### src/lpc_regs.svh
`ifndef LPC_REGS_SVH
`define LPC_REGS_SVH

// ==========================================================================
// Register offsets on the two-wire bus.
`define LPC_OFF_RESULT_BASE   8'h60
`define LPC_OFF_AUX_TEMP      8'h6a
`define LPC_OFF_APC_COARSE    8'h84
`define LPC_OFF_APC_FINE      8'h85
`define LPC_OFF_MOD_RANGE     8'h86
`define LPC_OFF_SRC_SUPPLY    8'h8b
`define LPC_OFF_TBL_POINTER   8'hb0
`define LPC_OFF_TBL_VALUE     8'hb1
`define LPC_OFF_TBL_MODE      8'hb2
`define LPC_OFF_RAIL_SEL      8'hdc
`define LPC_OFF_TBL_WADDR     8'he0
`define LPC_OFF_TBL_WDATA     8'he1
`define LPC_OFF_AUX2_HIGH     8'he2
`define LPC_OFF_AUX2_LOW      8'he3
`define LPC_OFF_FLAGS         8'he4

// ==========================================================================
// Field positions.
`define LPC_BIT_AUTO_VALUE    0
`define LPC_BIT_TEMP_INDEX    1
`define LPC_BIT_SUPPLY_EN     0
`define LPC_BIT_TEMP_SRC      1
`define LPC_BIT_AUX1_EN       2
`define LPC_BIT_AUX2_EN       3
`define LPC_BIT_FB_DIR        7

// ==========================================================================
// Reset values.
`define LPC_RST_TBL_MODE      8'h03
`define LPC_RST_SRC_SUPPLY    8'h0d
`define LPC_RST_AUX2_HIGH     8'hff
`define LPC_RST_AUX2_LOW      8'h00

// ==========================================================================
// Table addressing, temperature clamps and timing.
`define LPC_TBL_FIRST         8'h80
`define LPC_TBL_LAST          8'hc7
`define LPC_TEMP_MIN_DEG      -40
`define LPC_TEMP_MAX_DEG      102
`define LPC_CLAMP_EXT_LO      16'hd800
`define LPC_CLAMP_EXT_HI      16'h67f0
`define LPC_CLAMP_INT_LO      16'h8800
`define LPC_CLAMP_INT_HI      16'h7ff8
`define LPC_MCLK_PERIOD_PS    4000
`define LPC_APC_TICK_NS       1000
`define LPC_APC_TICK_CYCLES   ((`LPC_APC_TICK_NS * 1000) / `LPC_MCLK_PERIOD_PS)

`endif
### src/lpc_pkg.sv
// ==========================================================================
// Types shared by the laser power control core.
package lpc_pkg;

  typedef enum logic [2:0] {
    MON_TEMP, MON_SUPPLY, MON_BIAS, MON_FEEDBACK, MON_RXPOWER, MON_AUX1, MON_AUX2
  } lpc_chan_e;

  typedef enum logic [2:0] {
    TW_IDLE, TW_ADDR, TW_ACK, TW_WRITE, TW_READ, TW_RACK
  } lpc_tw_state_e;

  typedef struct packed {
    logic      start;
    lpc_chan_e chan;
    logic      rail;
  } lpc_adc_req_s;

  typedef struct packed {
    logic        done;
    logic [12:0] data;
  } lpc_adc_rsp_s;

endpackage

### src/lpc_laser_ctrl.sv
`timescale 1ns/10ps
`include "lpc_regs.svh"

// Overview of operation
// - Feedback target is 5.859uA per coarse step plus 1.464uA per fine step.
// - Direction bit 0 selects sink mode near 1.2V, 1 source mode near 2.0V.
// - Bias drive keeps adjusting until measured feedback matches target, and re-corrects.
// - At start-up the target ramps up to the saved setting.
// - Range codes 000 to 100 select 75, 150, 300, 600, 1200uA full scale.
// - Modulation code has 256 steps including zero; FFh is full scale.
// - Table holds 8-bit values, one per 2 degree slot, -40 to +102 degrees.
// - At or below -40 indexes 80h, each 2 degrees adds one, +102 up gives C7h.
// - Index enable and automatic-value enable both set after reset.
// - Both clear: software writes value directly, pointer frozen and unused.
// - Index clear, auto set: software writes value, pointer tracks temperature only.
// - Index set, auto clear: software writes pointer, value loads from that entry.
// - Automatic: pointer follows temperature, value copies entry, drives modulation.
// - Channels convert in a repeating round robin, each refreshed once per frame.
// - Results are 16 bits of 13-bit resolution, unsigned except two's complement temperature.
// - Results average eight conversions, internal temperature sixteen.
// - Both auxiliary channels and supply can leave the sequence; the rest always stay.
// - Source bit set lets second auxiliary index the table; internal temperature keeps running.
// - Internal temperature clamps -40/+103.9375 with external source, else -120/+127.96875.
// - Second auxiliary has its own out-of-tolerance flag driving the interrupt output while the source bit is clear.
// - Supply enable clear gives no supply result; rail bit picks 3.3V/5V or 1.8V.
module lpc_laser_ctrl #(
  parameter logic [6:0] DEV_ADDR   = 7'h50,
  parameter int         BIAS_W     = 12,
  parameter logic [7:0] SAVED_APC_COARSE = 8'h00,
  parameter logic [1:0] SAVED_APC_FINE = 2'h0
) (
  // Clock and reset.
  input  wire  logic                 mclk,
  input  wire  logic                 rst,
  // Two-wire serial bus pins.
  input  wire  logic                 scl,
  input  wire  logic                 sda_in,
  output logic                       sda_out,
  output logic                       sda_oe,
  input  wire  logic                 module_select_n,
  // Converter front end.
  output lpc_pkg::lpc_adc_req_s      adc_req,
  input  wire  lpc_pkg::lpc_adc_rsp_s adc_rsp,
  // Bias power loop.
  input  wire  logic [9:0]           photodiode_feedback,
  output logic [BIAS_W-1:0]          bias_drive,
  output logic                       feedback_direction,
  // Modulation drive.
  output logic [7:0]                 modulation_drive,
  output logic [2:0]                 modulation_range,
  // Interrupt pin, open drain.
  output logic                       interrupt_out,
  output logic                       interrupt_oe
);
  import lpc_pkg::*;

  localparam int TICK_CYC = (`LPC_APC_TICK_CYCLES < 1) ? 1 : `LPC_APC_TICK_CYCLES;

  // ========================================================================
  // Decoding helpers.

  // Table address from a signed whole-degree temperature.
  function automatic logic [7:0] temp_to_index(input logic signed [7:0] deg);
    logic signed [9:0] off;
    off = 10'(deg) - 10'(`LPC_TEMP_MIN_DEG);
    if (deg <= 8'(`LPC_TEMP_MIN_DEG)) begin
      temp_to_index = `LPC_TBL_FIRST;
    end else if (deg >= 8'(`LPC_TEMP_MAX_DEG)) begin
      temp_to_index = `LPC_TBL_LAST;
    end else begin
      temp_to_index = `LPC_TBL_FIRST + 8'(off >>> 1);
    end
  endfunction

  // Next enabled channel after the current one.
  function automatic lpc_chan_e next_chan(input lpc_chan_e c, input logic [7:0] en);
    lpc_chan_e n;
    n = c;
    for (int i = 0; i < 7; i++) begin
      n = (n == MON_AUX2) ? MON_TEMP : lpc_chan_e'(n + 3'h1);
      if ((n == MON_SUPPLY && !en[`LPC_BIT_SUPPLY_EN]) || (n == MON_AUX1 && !en[`LPC_BIT_AUX1_EN]) ||
          (n == MON_AUX2 && !en[`LPC_BIT_AUX2_EN])) begin
        continue;
      end
      break;
    end
    next_chan = n;
  endfunction

  // ========================================================================
  // Registers and storage.
  logic [7:0]  apc_coarse_reg, apc_fine_reg, range_reg, src_supply_reg;
  logic [7:0]  pointer_reg, value_reg, mode_reg, rail_reg;
  logic [7:0]  tbl_waddr_reg, aux2_high_reg, aux2_low_reg;
  logic [7:0]  lut_mem [128];
  logic [15:0] result_reg [7];
  logic        aux2_flag_reg;

  // Serial bus state.
  logic [2:0]    pin_s1_reg, pin_s2_reg, pin_s3_reg, pin_f_reg, pin_q_reg;
  lpc_tw_state_e tw_state_reg;
  logic [7:0]    tw_shift_reg, tw_ptr_reg;
  logic [3:0]    tw_cnt_reg;
  logic          tw_rw_reg, tw_first_reg, tw_low_reg;
  logic          scl_rise, scl_fall, bus_start, bus_stop, desel;
  logic          wr_stb;
  logic [7:0]    wr_addr, rd_byte;

  // ========================================================================
  // Pin synchronisers: a change counts once the second and third stages agree.
  always_ff @(posedge mclk) begin
    if (rst) begin
      pin_s1_reg <= 3'h7;
      pin_s2_reg <= 3'h7;
      pin_s3_reg <= 3'h7;
      pin_f_reg  <= 3'h7;
      pin_q_reg  <= 3'h7;
    end else begin
      pin_s1_reg <= {module_select_n, scl, sda_in};
      pin_s2_reg <= pin_s1_reg;
      pin_s3_reg <= pin_s2_reg;
      pin_f_reg  <= (pin_s2_reg & pin_s3_reg) | (pin_f_reg & (pin_s2_reg ^ pin_s3_reg));
      pin_q_reg  <= pin_f_reg;
    end
  end

  // Bus events from the filtered pins.
  assign scl_rise  = pin_f_reg[1] & ~pin_q_reg[1];
  assign scl_fall  = ~pin_f_reg[1] & pin_q_reg[1];
  assign bus_start = pin_f_reg[1] & pin_q_reg[1] & pin_q_reg[0] & ~pin_f_reg[0];
  assign bus_stop  = pin_f_reg[1] & pin_q_reg[1] & ~pin_q_reg[0] & pin_f_reg[0];
  assign desel     = pin_f_reg[2];
  assign wr_stb    = scl_fall & (tw_state_reg == TW_WRITE) & (tw_cnt_reg == 4'h8) & ~tw_first_reg;
  assign wr_addr   = tw_ptr_reg;

  // Read data multiplexer.
  always_comb begin
    rd_byte = 8'h00;
    if (tw_ptr_reg >= `LPC_OFF_RESULT_BASE && tw_ptr_reg < `LPC_OFF_RESULT_BASE + 8'he) begin
      rd_byte = tw_ptr_reg[0] ? result_reg[3'(tw_ptr_reg[3:1])][7:0] : result_reg[3'(tw_ptr_reg[3:1])][15:8];
    end else if (tw_ptr_reg >= `LPC_TBL_FIRST && tw_ptr_reg <= 8'hff && tw_ptr_reg == `LPC_OFF_TBL_WDATA) begin
      rd_byte = lut_mem[tbl_waddr_reg[6:0]];
    end else begin
      unique case (tw_ptr_reg)
        `LPC_OFF_APC_COARSE:  rd_byte = apc_coarse_reg;
        `LPC_OFF_APC_FINE:    rd_byte = apc_fine_reg;
        `LPC_OFF_MOD_RANGE:   rd_byte = range_reg;
        `LPC_OFF_SRC_SUPPLY:  rd_byte = src_supply_reg;
        `LPC_OFF_TBL_POINTER: rd_byte = pointer_reg;
        `LPC_OFF_TBL_VALUE:   rd_byte = value_reg;
        `LPC_OFF_TBL_MODE:    rd_byte = mode_reg;
        `LPC_OFF_RAIL_SEL:    rd_byte = rail_reg;
        `LPC_OFF_TBL_WADDR:   rd_byte = tbl_waddr_reg;
        `LPC_OFF_AUX2_HIGH:   rd_byte = aux2_high_reg;
        `LPC_OFF_AUX2_LOW:    rd_byte = aux2_low_reg;
        `LPC_OFF_FLAGS:       rd_byte = {7'h00, aux2_flag_reg};
        default:              rd_byte = 8'h00;
      endcase
    end
  end

  // ========================================================================
  // Serial slave: address, register pointer, writes and auto-incrementing reads.
  always_ff @(posedge mclk) begin
    if (rst || desel || bus_stop) begin
      tw_state_reg <= TW_IDLE;
      tw_low_reg   <= 1'b0;
      tw_cnt_reg   <= 4'h0;
      tw_shift_reg <= 8'h00;
      tw_rw_reg    <= 1'b0;
      tw_first_reg <= 1'b1;
      if (rst) begin
        tw_ptr_reg <= 8'h00;
      end
    end else if (bus_start) begin
      tw_state_reg <= TW_ADDR;
      tw_low_reg   <= 1'b0;
      tw_cnt_reg   <= 4'h0;
      tw_first_reg <= 1'b1;
    end else if (scl_rise) begin
      if (tw_state_reg == TW_ADDR || tw_state_reg == TW_WRITE) begin
        tw_shift_reg <= {tw_shift_reg[6:0], pin_f_reg[0]};
        tw_cnt_reg   <= tw_cnt_reg + 4'h1;
      end else if (tw_state_reg == TW_RACK) begin
        tw_rw_reg <= ~pin_f_reg[0]; // Keep reading only on acknowledge.
      end
    end else if (scl_fall) begin
      unique case (tw_state_reg)
        TW_IDLE: begin
          tw_low_reg <= 1'b0;
        end
        TW_ADDR: begin
          if (tw_cnt_reg == 4'h8) begin
            if (tw_shift_reg[7:1] == DEV_ADDR) begin
              tw_state_reg <= TW_ACK;
              tw_low_reg   <= 1'b1;
              tw_rw_reg    <= tw_shift_reg[0];
            end else begin
              tw_state_reg <= TW_IDLE;
            end
          end
        end
        TW_WRITE: begin
          if (tw_cnt_reg == 4'h8) begin
            tw_state_reg <= TW_ACK;
            tw_low_reg   <= 1'b1;
            tw_first_reg <= 1'b0;
            tw_ptr_reg   <= tw_first_reg ? tw_shift_reg : tw_ptr_reg + 8'h1;
          end
        end
        TW_ACK, TW_RACK: begin
          tw_cnt_reg <= 4'h0;
          if (!tw_rw_reg) begin
            tw_state_reg <= (tw_state_reg == TW_ACK) ? TW_WRITE : TW_IDLE;
            tw_low_reg   <= 1'b0;
          end else begin
            tw_state_reg <= TW_READ;
            tw_shift_reg <= {rd_byte[6:0], 1'b0};
            tw_low_reg   <= ~rd_byte[7];
            tw_cnt_reg   <= 4'h1;
            tw_ptr_reg   <= tw_ptr_reg + 8'h1;
          end
        end
        TW_READ: begin
          if (tw_cnt_reg == 4'h8) begin
            tw_state_reg <= TW_RACK;
            tw_low_reg   <= 1'b0;
          end else begin
            tw_low_reg   <= ~tw_shift_reg[7];
            tw_shift_reg <= {tw_shift_reg[6:0], 1'b0};
            tw_cnt_reg   <= tw_cnt_reg + 4'h1;
          end
        end
      endcase
    end
  end

  // The data pin is only ever pulled low.
  assign sda_out = 1'b0;
  assign sda_oe  = tw_low_reg;

  // ========================================================================
  // Plain configuration registers.
  always_ff @(posedge mclk) begin
    if (rst) begin
      apc_coarse_reg <= SAVED_APC_COARSE;
      apc_fine_reg   <= {6'h00, SAVED_APC_FINE};
      range_reg      <= 8'h00;
      src_supply_reg <= `LPC_RST_SRC_SUPPLY;
      mode_reg       <= `LPC_RST_TBL_MODE;
      rail_reg       <= 8'h00;
      tbl_waddr_reg  <= 8'h00;
      aux2_high_reg  <= `LPC_RST_AUX2_HIGH;
      aux2_low_reg   <= `LPC_RST_AUX2_LOW;
    end else if (wr_stb) begin
      unique case (wr_addr)
        `LPC_OFF_APC_COARSE: apc_coarse_reg <= tw_shift_reg;
        `LPC_OFF_APC_FINE:   apc_fine_reg   <= tw_shift_reg & 8'h83;
        `LPC_OFF_MOD_RANGE:  range_reg      <= tw_shift_reg & 8'h07;
        `LPC_OFF_SRC_SUPPLY: src_supply_reg <= tw_shift_reg;
        `LPC_OFF_TBL_MODE:   mode_reg       <= tw_shift_reg & 8'h03;
        `LPC_OFF_RAIL_SEL:   rail_reg       <= tw_shift_reg & 8'h01;
        `LPC_OFF_TBL_WADDR:  tbl_waddr_reg  <= tw_shift_reg & 8'h7f;
        `LPC_OFF_AUX2_HIGH:  aux2_high_reg  <= tw_shift_reg;
        `LPC_OFF_AUX2_LOW:   aux2_low_reg   <= tw_shift_reg;
        default: ;
      endcase
    end
  end

  // Table memory, loaded through the address and data window.
  always_ff @(posedge mclk) begin
    if (wr_stb && wr_addr == `LPC_OFF_TBL_WDATA) begin
      lut_mem[tbl_waddr_reg[6:0]] <= tw_shift_reg;
    end
  end

  // ========================================================================
  // Table pointer and value according to the two mode bits.
  logic        temp_index_enable, auto_value_enable;
  logic [15:0] idx_temp;
  assign temp_index_enable      = mode_reg[`LPC_BIT_TEMP_INDEX];
  assign auto_value_enable      = mode_reg[`LPC_BIT_AUTO_VALUE];
  assign idx_temp = src_supply_reg[`LPC_BIT_TEMP_SRC] ? result_reg[MON_AUX2] : result_reg[MON_TEMP];

  always_ff @(posedge mclk) begin
    if (rst) begin
      pointer_reg <= `LPC_TBL_FIRST;
      value_reg   <= 8'h00;
    end else begin
      if (auto_value_enable) begin
        pointer_reg <= temp_to_index(idx_temp[15:8]);
      end else if (temp_index_enable && wr_stb && wr_addr == `LPC_OFF_TBL_POINTER) begin
        pointer_reg <= tw_shift_reg | `LPC_TBL_FIRST;
      end
      if (temp_index_enable) begin
        value_reg <= lut_mem[pointer_reg[6:0]];
      end else if (wr_stb && wr_addr == `LPC_OFF_TBL_VALUE) begin
        value_reg <= tw_shift_reg;
      end
    end
  end

  // Value code, and range clamped at code 100, go registered to the modulation current source.
  always_ff @(posedge mclk) begin
    if (rst) begin
      modulation_drive <= 8'h00;
      modulation_range <= 3'h0;
    end else begin
      modulation_drive <= value_reg;
      modulation_range <= (range_reg[2:0] > 3'h4) ? 3'h4 : range_reg[2:0];
    end
  end

  // ========================================================================
  // Monitor sequencer with averaging.
  lpc_chan_e          chan_reg;
  logic               busy_reg;
  logic [4:0]         conv_cnt_reg;
  logic signed [17:0] acc_reg;
  logic signed [17:0] sample, acc_sum;
  logic signed [15:0] avg16;
  logic               last_conv;
  logic [15:0]        fmt;

  assign sample    = (chan_reg == MON_TEMP) ? 18'(signed'(adc_rsp.data)) : 18'({5'h00, adc_rsp.data});
  assign acc_sum   = acc_reg + sample;
  assign last_conv = (chan_reg == MON_TEMP) ? (conv_cnt_reg == 5'hf) : (conv_cnt_reg == 5'h7);
  assign avg16     = (chan_reg == MON_TEMP) ? 16'(acc_sum >>> 4) <<< 3 : 16'(acc_sum >>> 3) <<< 3;

  // Temperature clamps depend on which sensor indexes the table.
  always_comb begin
    fmt = avg16;
    if (chan_reg == MON_TEMP) begin
      if (src_supply_reg[`LPC_BIT_TEMP_SRC]) begin
        if (avg16 < signed'(`LPC_CLAMP_EXT_LO)) fmt = `LPC_CLAMP_EXT_LO;
        if (avg16 > signed'(`LPC_CLAMP_EXT_HI)) fmt = `LPC_CLAMP_EXT_HI;
      end else begin
        if (avg16 < signed'(`LPC_CLAMP_INT_LO)) fmt = `LPC_CLAMP_INT_LO;
        if (avg16 > signed'(`LPC_CLAMP_INT_HI)) fmt = `LPC_CLAMP_INT_HI;
      end
    end
  end

  always_ff @(posedge mclk) begin
    if (rst) begin
      chan_reg     <= MON_TEMP;
      busy_reg     <= 1'b0;
      conv_cnt_reg <= 5'h00;
      acc_reg      <= 18'sh0;
    end else if (!busy_reg) begin
      busy_reg <= 1'b1;
    end else if (adc_rsp.done) begin
      busy_reg <= 1'b0;
      if (last_conv) begin
        conv_cnt_reg <= 5'h00;
        acc_reg      <= 18'sh0;
        chan_reg     <= next_chan(chan_reg, src_supply_reg);
      end else begin
        conv_cnt_reg <= conv_cnt_reg + 5'h1;
        acc_reg      <= acc_sum;
      end
    end
  end

  // Result store; a disabled supply channel holds no result.
  always_ff @(posedge mclk) begin
    if (rst) begin
      for (int i = 0; i < 7; i++) begin
        result_reg[i] <= 16'h0000;
      end
    end else begin
      if (busy_reg && adc_rsp.done && last_conv) begin
        result_reg[chan_reg] <= fmt;
      end
      if (!src_supply_reg[`LPC_BIT_SUPPLY_EN]) begin
        result_reg[MON_SUPPLY] <= 16'h0000;
      end
    end
  end

  // Conversion request to the front end.
  always_comb begin
    adc_req.start = ~busy_reg & ~rst;
    adc_req.chan  = chan_reg;
    adc_req.rail  = rail_reg[0];
  end

  // ========================================================================
  // Second auxiliary tolerance flag on the interrupt pin.
  always_ff @(posedge mclk) begin
    if (rst) begin
      aux2_flag_reg <= 1'b0;
    end else begin
      aux2_flag_reg <= src_supply_reg[`LPC_BIT_AUX2_EN] && !src_supply_reg[`LPC_BIT_TEMP_SRC] &&
                       (result_reg[MON_AUX2][15:8] > aux2_high_reg ||
                        result_reg[MON_AUX2][15:8] < aux2_low_reg);
    end
  end

  assign interrupt_out = 1'b0;
  assign interrupt_oe  = aux2_flag_reg;

  // ========================================================================
  // Bias power loop with a ramped target.
  logic [9:0]        target_code, ramp_reg;
  logic [15:0]       tick_reg;
  logic [BIAS_W-1:0] bias_reg;
  logic              tick;

  assign target_code = {apc_coarse_reg, 2'b00} + {8'h00, apc_fine_reg[1:0]};
  assign tick        = (tick_reg == 16'(TICK_CYC - 1));

  always_ff @(posedge mclk) begin
    if (rst) begin
      tick_reg <= 16'h0000;
      ramp_reg <= 10'h000;
      bias_reg <= '0;
    end else begin
      tick_reg <= tick ? 16'h0000 : tick_reg + 16'h1;
      if (tick) begin
        if (ramp_reg < target_code) ramp_reg <= ramp_reg + 10'h1;
        else if (ramp_reg > target_code) ramp_reg <= ramp_reg - 10'h1;
        if (photodiode_feedback < ramp_reg && bias_reg != '1) begin
          bias_reg <= bias_reg + 1'b1;
        end else if (photodiode_feedback > ramp_reg && bias_reg != '0) begin
          bias_reg <= bias_reg - 1'b1;
        end
      end
    end
  end

  assign bias_drive         = bias_reg;
  assign feedback_direction = apc_fine_reg[`LPC_BIT_FB_DIR];

endmodule

### config.mk
export PLATFORM = sky130hd
export DESIGN_NAME = lpc_laser_ctrl
export DESIGN_NICKNAME = d
export VERILOG_FILES = /design/src/lpc_pkg.sv /design/src/lpc_laser_ctrl.sv
export VERILOG_INCLUDE_DIRS = /design/src /design/src/src
export SDC_FILE = /design/constraint.sdc
export NUM_CORES = 2
export LEC_CHECK = 0
export BUFFER_PORTS_ARGS = -buffer_cell sky130_fd_sc_hd__buf_2
export CAP_MARGIN = 10
export CORE_MARGIN = 2
export CORE_UTILIZATION = 25
export DETAILED_ROUTE_END_ITERATION = 16
export GPL_ROUTABILITY_DRIVEN = 0
export PLACE_DENSITY = 0.43
export SLEW_MARGIN = 10
export SYNTH_ARGS = -nofsm -noshare
export SYNTH_HDL_FRONTEND = slang
export SYNTH_SLANG_ARGS = --single-unit
### constraint.sdc
create_clock -name mclk -period 4.05 [get_ports mclk]
set_input_delay 0.2025 -clock mclk [delete_from_list [all_inputs] [get_ports mclk]]
set_output_delay 0.2025 -clock mclk [all_outputs]
set_load 0.01 [all_outputs]
* Word level (Yosys, flattened, before mapping) *
Memories as Yosys holds them, arrays and structs flattened. A register that Yosys moved wholly into a read port is not among the register bits.
Cells that the tools add are included.

cells by class
  magnitude comparators = 17
  equal/unequal tests = 62
  muxes and demuxes = 195
  add/sub/neg operators = 19
  reductions and logical operators = 94
  bitwise operators = 30

operators with widths
  kind                   number
  $mux 8                 22
  $mux 16                10
  $mux 1                 120
  $eq 8x8->1 const B     13
  $pmux 8 s12            1
  $mux 3                 20
  $eq 3x3->1 const B     16
  $mux 18                2
  $gt 16x16->1 const B   2
  $pmux 8 s2             2
  $logic_and 1x1->1      31
  $mux 7                 4
  $mux 12                2
  $reduce_and 2->1       12
  $add 3x1->3 const B    7
  $eq 3x1->1 const B     7
  $gt 10x10->1           2
  $lt 10x10->1           2
  $mux 10                2
  $reduce_bool 2->1      10
  $add 18x18->18         1
  $reduce_and 6->1       3
  $add 16x1->16 const B  1
  $eq 16x8->1 const B    1
  56 further kinds       124

storage, ports and cells
  memories kept = 2
  memory bits (writable) = 1136
  register bits = 181
  word-level logic and storage cells = 454
  bits of input ports = 29
  output and inout port bits = 33

memory list
  name        depth  width  rd ports  clocked after memory_dff  wr ports  line                  source
  lut_mem     128    8      2         2                         1         lpc_laser_ctrl.sv:95  logic [7:0] lut_mem [128];
  result_reg  7      16     3         1                         7         lpc_laser_ctrl.sv:96  logic [15:0] result_reg [7];

* Logic depth before layout (Yosys ltp) *
  depth after elaboration = 97
  mapped depth = 22

* Worst setup path before layout *
No wires, ideal clock.

  path kind = reg2reg
  from = register ramp_reg[1]
  to = register bias_reg[11], in the netlist bias_drive[11]
  cell stages (with the launch flop) = 21
  setup slack = -201 ps
  period minus slack after synthesis = 4251 ps
  data arrival time = 4124 ps
  setup time = 128 ps
  path buffers = 0
  cell sequence = dfxtp_1 -> inv_1 -> ha_1 -> nor2b_1 -> o21a_1 -> o21a_1 -> o21a_1 -> o21a_1 -> o21ba_2 -> or3_1 -> ha_1 -> a21o_1 -> a21o_1 -> a21oi_1 -> o21bai_1 -> a21oi_1 -> o21ai_0 -> o41ai_1 -> mux2i_1 -> xor2_1 -> nor2_1

between the ends
  longest elaborated chain between the ends = 4
  elaborated cells on any way between the ends = 7
  classes of those cells = order compare: 2; mux: 1; reduce/logical: 4

RTL lines
  item                                          line                                          source
  start, declared                               lpc_laser_ctrl.sv:406                         logic [9:0] target_code, ramp_reg;
  start signal, assigned                        lpc_laser_ctrl.sv:422                         if (ramp_reg < target_code) ramp_reg <= ramp_reg + 10'h1;
  start signal, assigned                        lpc_laser_ctrl.sv:423                         else if (ramp_reg > target_code) ramp_reg <= ramp_reg - 10'h1;
  $lt 10x10->1 or $gt 10x10->1 (tied branches)  lpc_laser_ctrl.sv:424, lpc_laser_ctrl.sv:426
  $logic_and 1x1->1 (on tied branches)          lpc_laser_ctrl.sv:424, lpc_laser_ctrl.sv:426
  $reduce_bool 2->1 (no source line)            --
  $reduce_and 2->1 (no source line)             --
  end signal, assigned                          lpc_laser_ctrl.sv:425                         bias_reg <= bias_reg + 1'b1;
  end signal, assigned                          lpc_laser_ctrl.sv:427                         bias_reg <= bias_reg - 1'b1;
  end, declared                                 lpc_laser_ctrl.sv:408                         logic [BIAS_W-1:0] bias_reg;

Parallel ways exist; a longest one is shown, timed or not.
A chain may end at the register's enable or synchronous reset.

* Worst setup path in the final report *
Same ends and word-level chain as after synthesis.

==> qor.json <==
{
  "timing.critical_path.cells": "inv_2, ha_4, nor2b_4, o21a_1, o21a_1, o21a_1, o21a_1, o21ba_4, or3_4, ha_4, a21o_1, a21o_1, a21oi_2, o21bai_1, a21oi_2, o21ai_2, o41ai_2, mux2i_1, xor2_1, nor2_1",
  "drtIter0Drc": 3189,
  "antenna_found_initial": 12,
  "netlist_cell_types": 81,
  "report.power.total_mw": 29.5,
  "timing.critical_path.buf_inv": 1,
  "whs_path_depth": 3,
  "area_growth_pct": 18.5,
  "max_clock_skew_ns": 0.0545,
  "compound_gate_portion_of_the_synthesized_area_pct": 4.17,
  "synthSimpleGateAreaFrac_pct": 5.68,
  "critical_path_cell_count": 20,
  "async_flop_share_pct": 0,
  "final_util_pct": 29.7,
  "final_cell_mix": "1110 x sky130_fd_sc_hd__edfxtp_1, 702 x sky130_fd_sc_hd__mux4_2, 370 x sky130_fd_sc_hd__nor2_1",
  "die_width_um": 508,
  "synth_top_cells_by_area": "sky130_fd_sc_hd__edfxtp_1 52%, sky130_fd_sc_hd__mux4_2 25%, sky130_fd_sc_hd__dfxtp_1 6.8%, sky130_fd_sc_hd__nor2_1 2.2%, sky130_fd_sc_hd__ha_1 1.6%",
  "finalSetupTns_ns": 0,
  "core_area_um2": 253000,
  "clock_tree_from_tritoncts": "yes",
  "internal_portion_of_total_power_mw": 22.9,
  "top_signal_layer_used": "met4",
  "overall_die_area_um2": 258000,
  "cap_viol_max_count": 0,
  "finalSetupViolations": 0,
  "hpwl_um": 131000,
  "number_of_flip_flops_under_the_largest_register_name": 1024,
  "peak_fanout_along_the_critical_path": 2,
  "crit_family": "compound AO/OA/AOI/OAI gates",
  "grtUsageTotal_pct": 14.7,
  "synth.largest_area_cell": "sky130_fd_sc_hd__edfxtp_1",
  "gr-total-overflow": 0,
  "synth_warnings": 0,
  "synth_area_in_adders_pct": 1.73,
  "cp-end-kind": "flip-flop",
  "pin_count_of_the_biggest_net_entering_global_routing": 104,
  "cp_slowest_stage_delay_ns": 0.41,
  "start_kind": "flip-flop",
  "setup_ws_ns": 0.0103,
  "clk_transition_reported_paths_ns": 0.06,
  "power.share.sequential_pct": 49.8,
  "pwr_density_cell_nw_per_um2": 391,
  "avgViaCountPerCell": 4.86,
  "first_pass_grt_wire_length_um": 277000,
  "routedLengthMet1_um": 88400,
  "synth-edff-count": 1110,
  "path_class": "reg2reg",
  "number_of_global_route_vias_before_repair": 37300,
  "synthesis.area_um2": 63600,
  "layout-drive-gt1-share_pct": 33.5,
  "ctsRootBufferMaster": "sky130_fd_sc_hd__clkbuf_16",
  "die_y_um": 508,
  "route.vias.total": 36700,
  "cts_max_path_buffers": 3,
  "synth_ff_type": "sky130_fd_sc_hd__edfxtp_1",
  "cts_sinks": 1325,
  "finalWorstPathRequiredPeriod_ns": 4.04,
  "port_buffers": 59,
  "routed-wl-met2_um": 89400,
  "ant_nets": 0,
  "maxSlewViolCount": 0,
  "irDropWorstVdd_mv": 0.454,
  "site_row_count": 185,
  "power_switching_share_pct": 22.3,
  "drt-pass1-iter-count": 6,
  "p_sw_mw": 6.56,
  "synth.area.mux_share_pct": 26.2,
  "final_hold_violations": 0,
  "critPathArrivalTime_ns": 4.70,
  "wl_per_cell_um": 25.3,
  "outcome": "complete, no violations",
  "synth_seq_area_share_pct": 59.2,
  "grt_setup_unrepaired": "yes",
  "finalWirelength_um": 191000,
  "synth-xor-area-share_pct": 0.852,
  "cp_data_required_time_ns": 4.71,
  "power.combinational.fraction_pct": 3.1,
  "synth-seq-cells": 1325,
  "top_level_ports": 62,
  "stdcell_count": 7555,
  "effective_utilization_at_floorplan_pct": 25.1,
  "dp_cells": 7244,
  "max-slew-margin-rel_pct": 27.7,
  "final_common_cell": "sky130_fd_sc_hd__edfxtp_1",
  "cts_made_buffers": 155,
  "worstHoldPathType": "in2reg",
  "remaining_drc_errors": 0,
  "synth.top_cell.area_share_pct": 52.4,
  "clkLatencyLatePin_ns": 0.82,
  "tightest_slew_ns": 1.08,
  "fmax_achieved_ghz": 0.248,
  "htreeDepth": 4,
  "nets": 4179,
  "crit_slowest_cell": "sky130_fd_sc_hd__or3_4",
  "largest_family_of_logic_cells_by_synthesized_area": "multiplexers",
  "p_leak_nw": 24.5,
  "finalCritPeriodShare_pct": 99.7,
  "synth.avg_cell_area_um2": 16.8,
  "clkPwrFrac_pct": 47.1,
  "place_ws_ns": -0.134,
  "timing.critical_path.mode_cell": "sky130_fd_sc_hd__o21a_1",
  "dr_wl_met3_um": 9600,
  "rr_worst_depth": 20,
  "netlist_instances": 3786
}
[routing by layer]
layer	vias to the layer above	track usage, %
li1	16000	-
met1	19500	21.0
met5	-	0
met2	969	23.2
met3	221	2.50
met4	0	3.62
[path summary, 6_finish.rpt]
| kind | start | endpoint | slack, ns |
|---|---|---|---|
| max reg2reg | ramp_reg[1] | bias_drive[11] | 0.01 |
| max | ramp_reg[1] | bias_drive[11] | 0.01 |
| min reg2reg | pin_s1_reg[1] | pin_s2_reg[1] | 0.41 |
| min | module_select_n | pin_s1_reg[2] | 0.14 |
[Yosys cell counts, types with 39 or more instances]
library cell and instances:
sky130_fd_sc_hd__edfxtp_1 1110, sky130_fd_sc_hd__mux4_2 702, sky130_fd_sc_hd__nor2_1 373, sky130_fd_sc_hd__dfxtp_1 215
sky130_fd_sc_hd__clkbuf_1 190, sky130_fd_sc_hd__nand2_1 120, sky130_fd_sc_hd__a21oi_1 106, sky130_fd_sc_hd__o21ai_0 85
sky130_fd_sc_hd__ha_1 83, sky130_fd_sc_hd__buf_1 75, sky130_fd_sc_hd__mux2i_1 75, sky130_fd_sc_hd__inv_1 73
sky130_fd_sc_hd__nand3_1 52, sky130_fd_sc_hd__nor2b_1 39, sky130_fd_sc_hd__nor3_1 39
[cell type report]
| class | instances | area, um^2 |
|---|---|---|
| diodes | 2 | 5.00 |
| clock buffers | 200 | 4110 |
| clock inverters | 80 | 903 |
| fillers | 25000 | 178000 |
| inverters | 75 | 294 |
| multi-input cells | 2116 | 24800 |
| flip-flops and latches | 1325 | 37700 |
| well taps | 3366 | 4210 |
| repair buffers | 391 | 3320 |
[repair_timing]
action / in CTS / in global routing
pin swaps: 18 / 33
endpoints found under the setup margin: 5 / 49
endpoints found under the hold margin: 63 / 0
hold buffers: 8 / 0
resized for setup: 9 / 38
setup buffers: 9 / 12
[cells by family after synthesis]
family	Yosys count
muxes	786
AOI/OAI and AO/OA	402
and+or+nand+nor	779
buffers and inverters	346
adders and majority gates	86
DFF	1325
other	1
xor gates and xnor gates	61
[power by group through the flow]
stage                     Combinational (mW)  Clock [mW]  Sequential (mW)
after floorplan                        0.599           0             14.9
after global placement                 0.897           0             15.0
after global routing                   0.991        14.8             14.7
after detailed placement               0.897           0             15.0
final                                  0.917        13.9             14.7
after CTS                              0.909        14.3             14.7
[worst reg2reg max path, stage by stage, from the launching register on]
cell and delay [ns]:
sky130_fd_sc_hd__dfxtp_2 0.33, sky130_fd_sc_hd__inv_2 0.04, sky130_fd_sc_hd__ha_4 0.21, sky130_fd_sc_hd__nor2b_4 0.12, sky130_fd_sc_hd__o21a_1 0.16, sky130_fd_sc_hd__o21a_1 0.17
sky130_fd_sc_hd__o21a_1 0.16, sky130_fd_sc_hd__o21a_1 0.20, sky130_fd_sc_hd__o21ba_4 0.20, sky130_fd_sc_hd__or3_4 0.41, sky130_fd_sc_hd__ha_4 0.22, sky130_fd_sc_hd__a21o_1 0.16
sky130_fd_sc_hd__a21o_1 0.19, sky130_fd_sc_hd__a21oi_2 0.13, sky130_fd_sc_hd__o21bai_1 0.11, sky130_fd_sc_hd__a21oi_2 0.20, sky130_fd_sc_hd__o21ai_2 0.10, sky130_fd_sc_hd__o41ai_2 0.34
sky130_fd_sc_hd__mux2i_1 0.26, sky130_fd_sc_hd__xor2_1 0.17, sky130_fd_sc_hd__nor2_1 0.05
[per-stage QoR]
step / area (um^2) / hold slack, ns
floorplan: 63600 / 0.306
global placement: 69900 / 0.392
detailed placement: 69900 / 0.390
CTS: 75100 / 0.0692
global route: 75300 / 0.107
finish: 75300 / 0.144
Note: power is estimated with default switching activity, not from simulation.
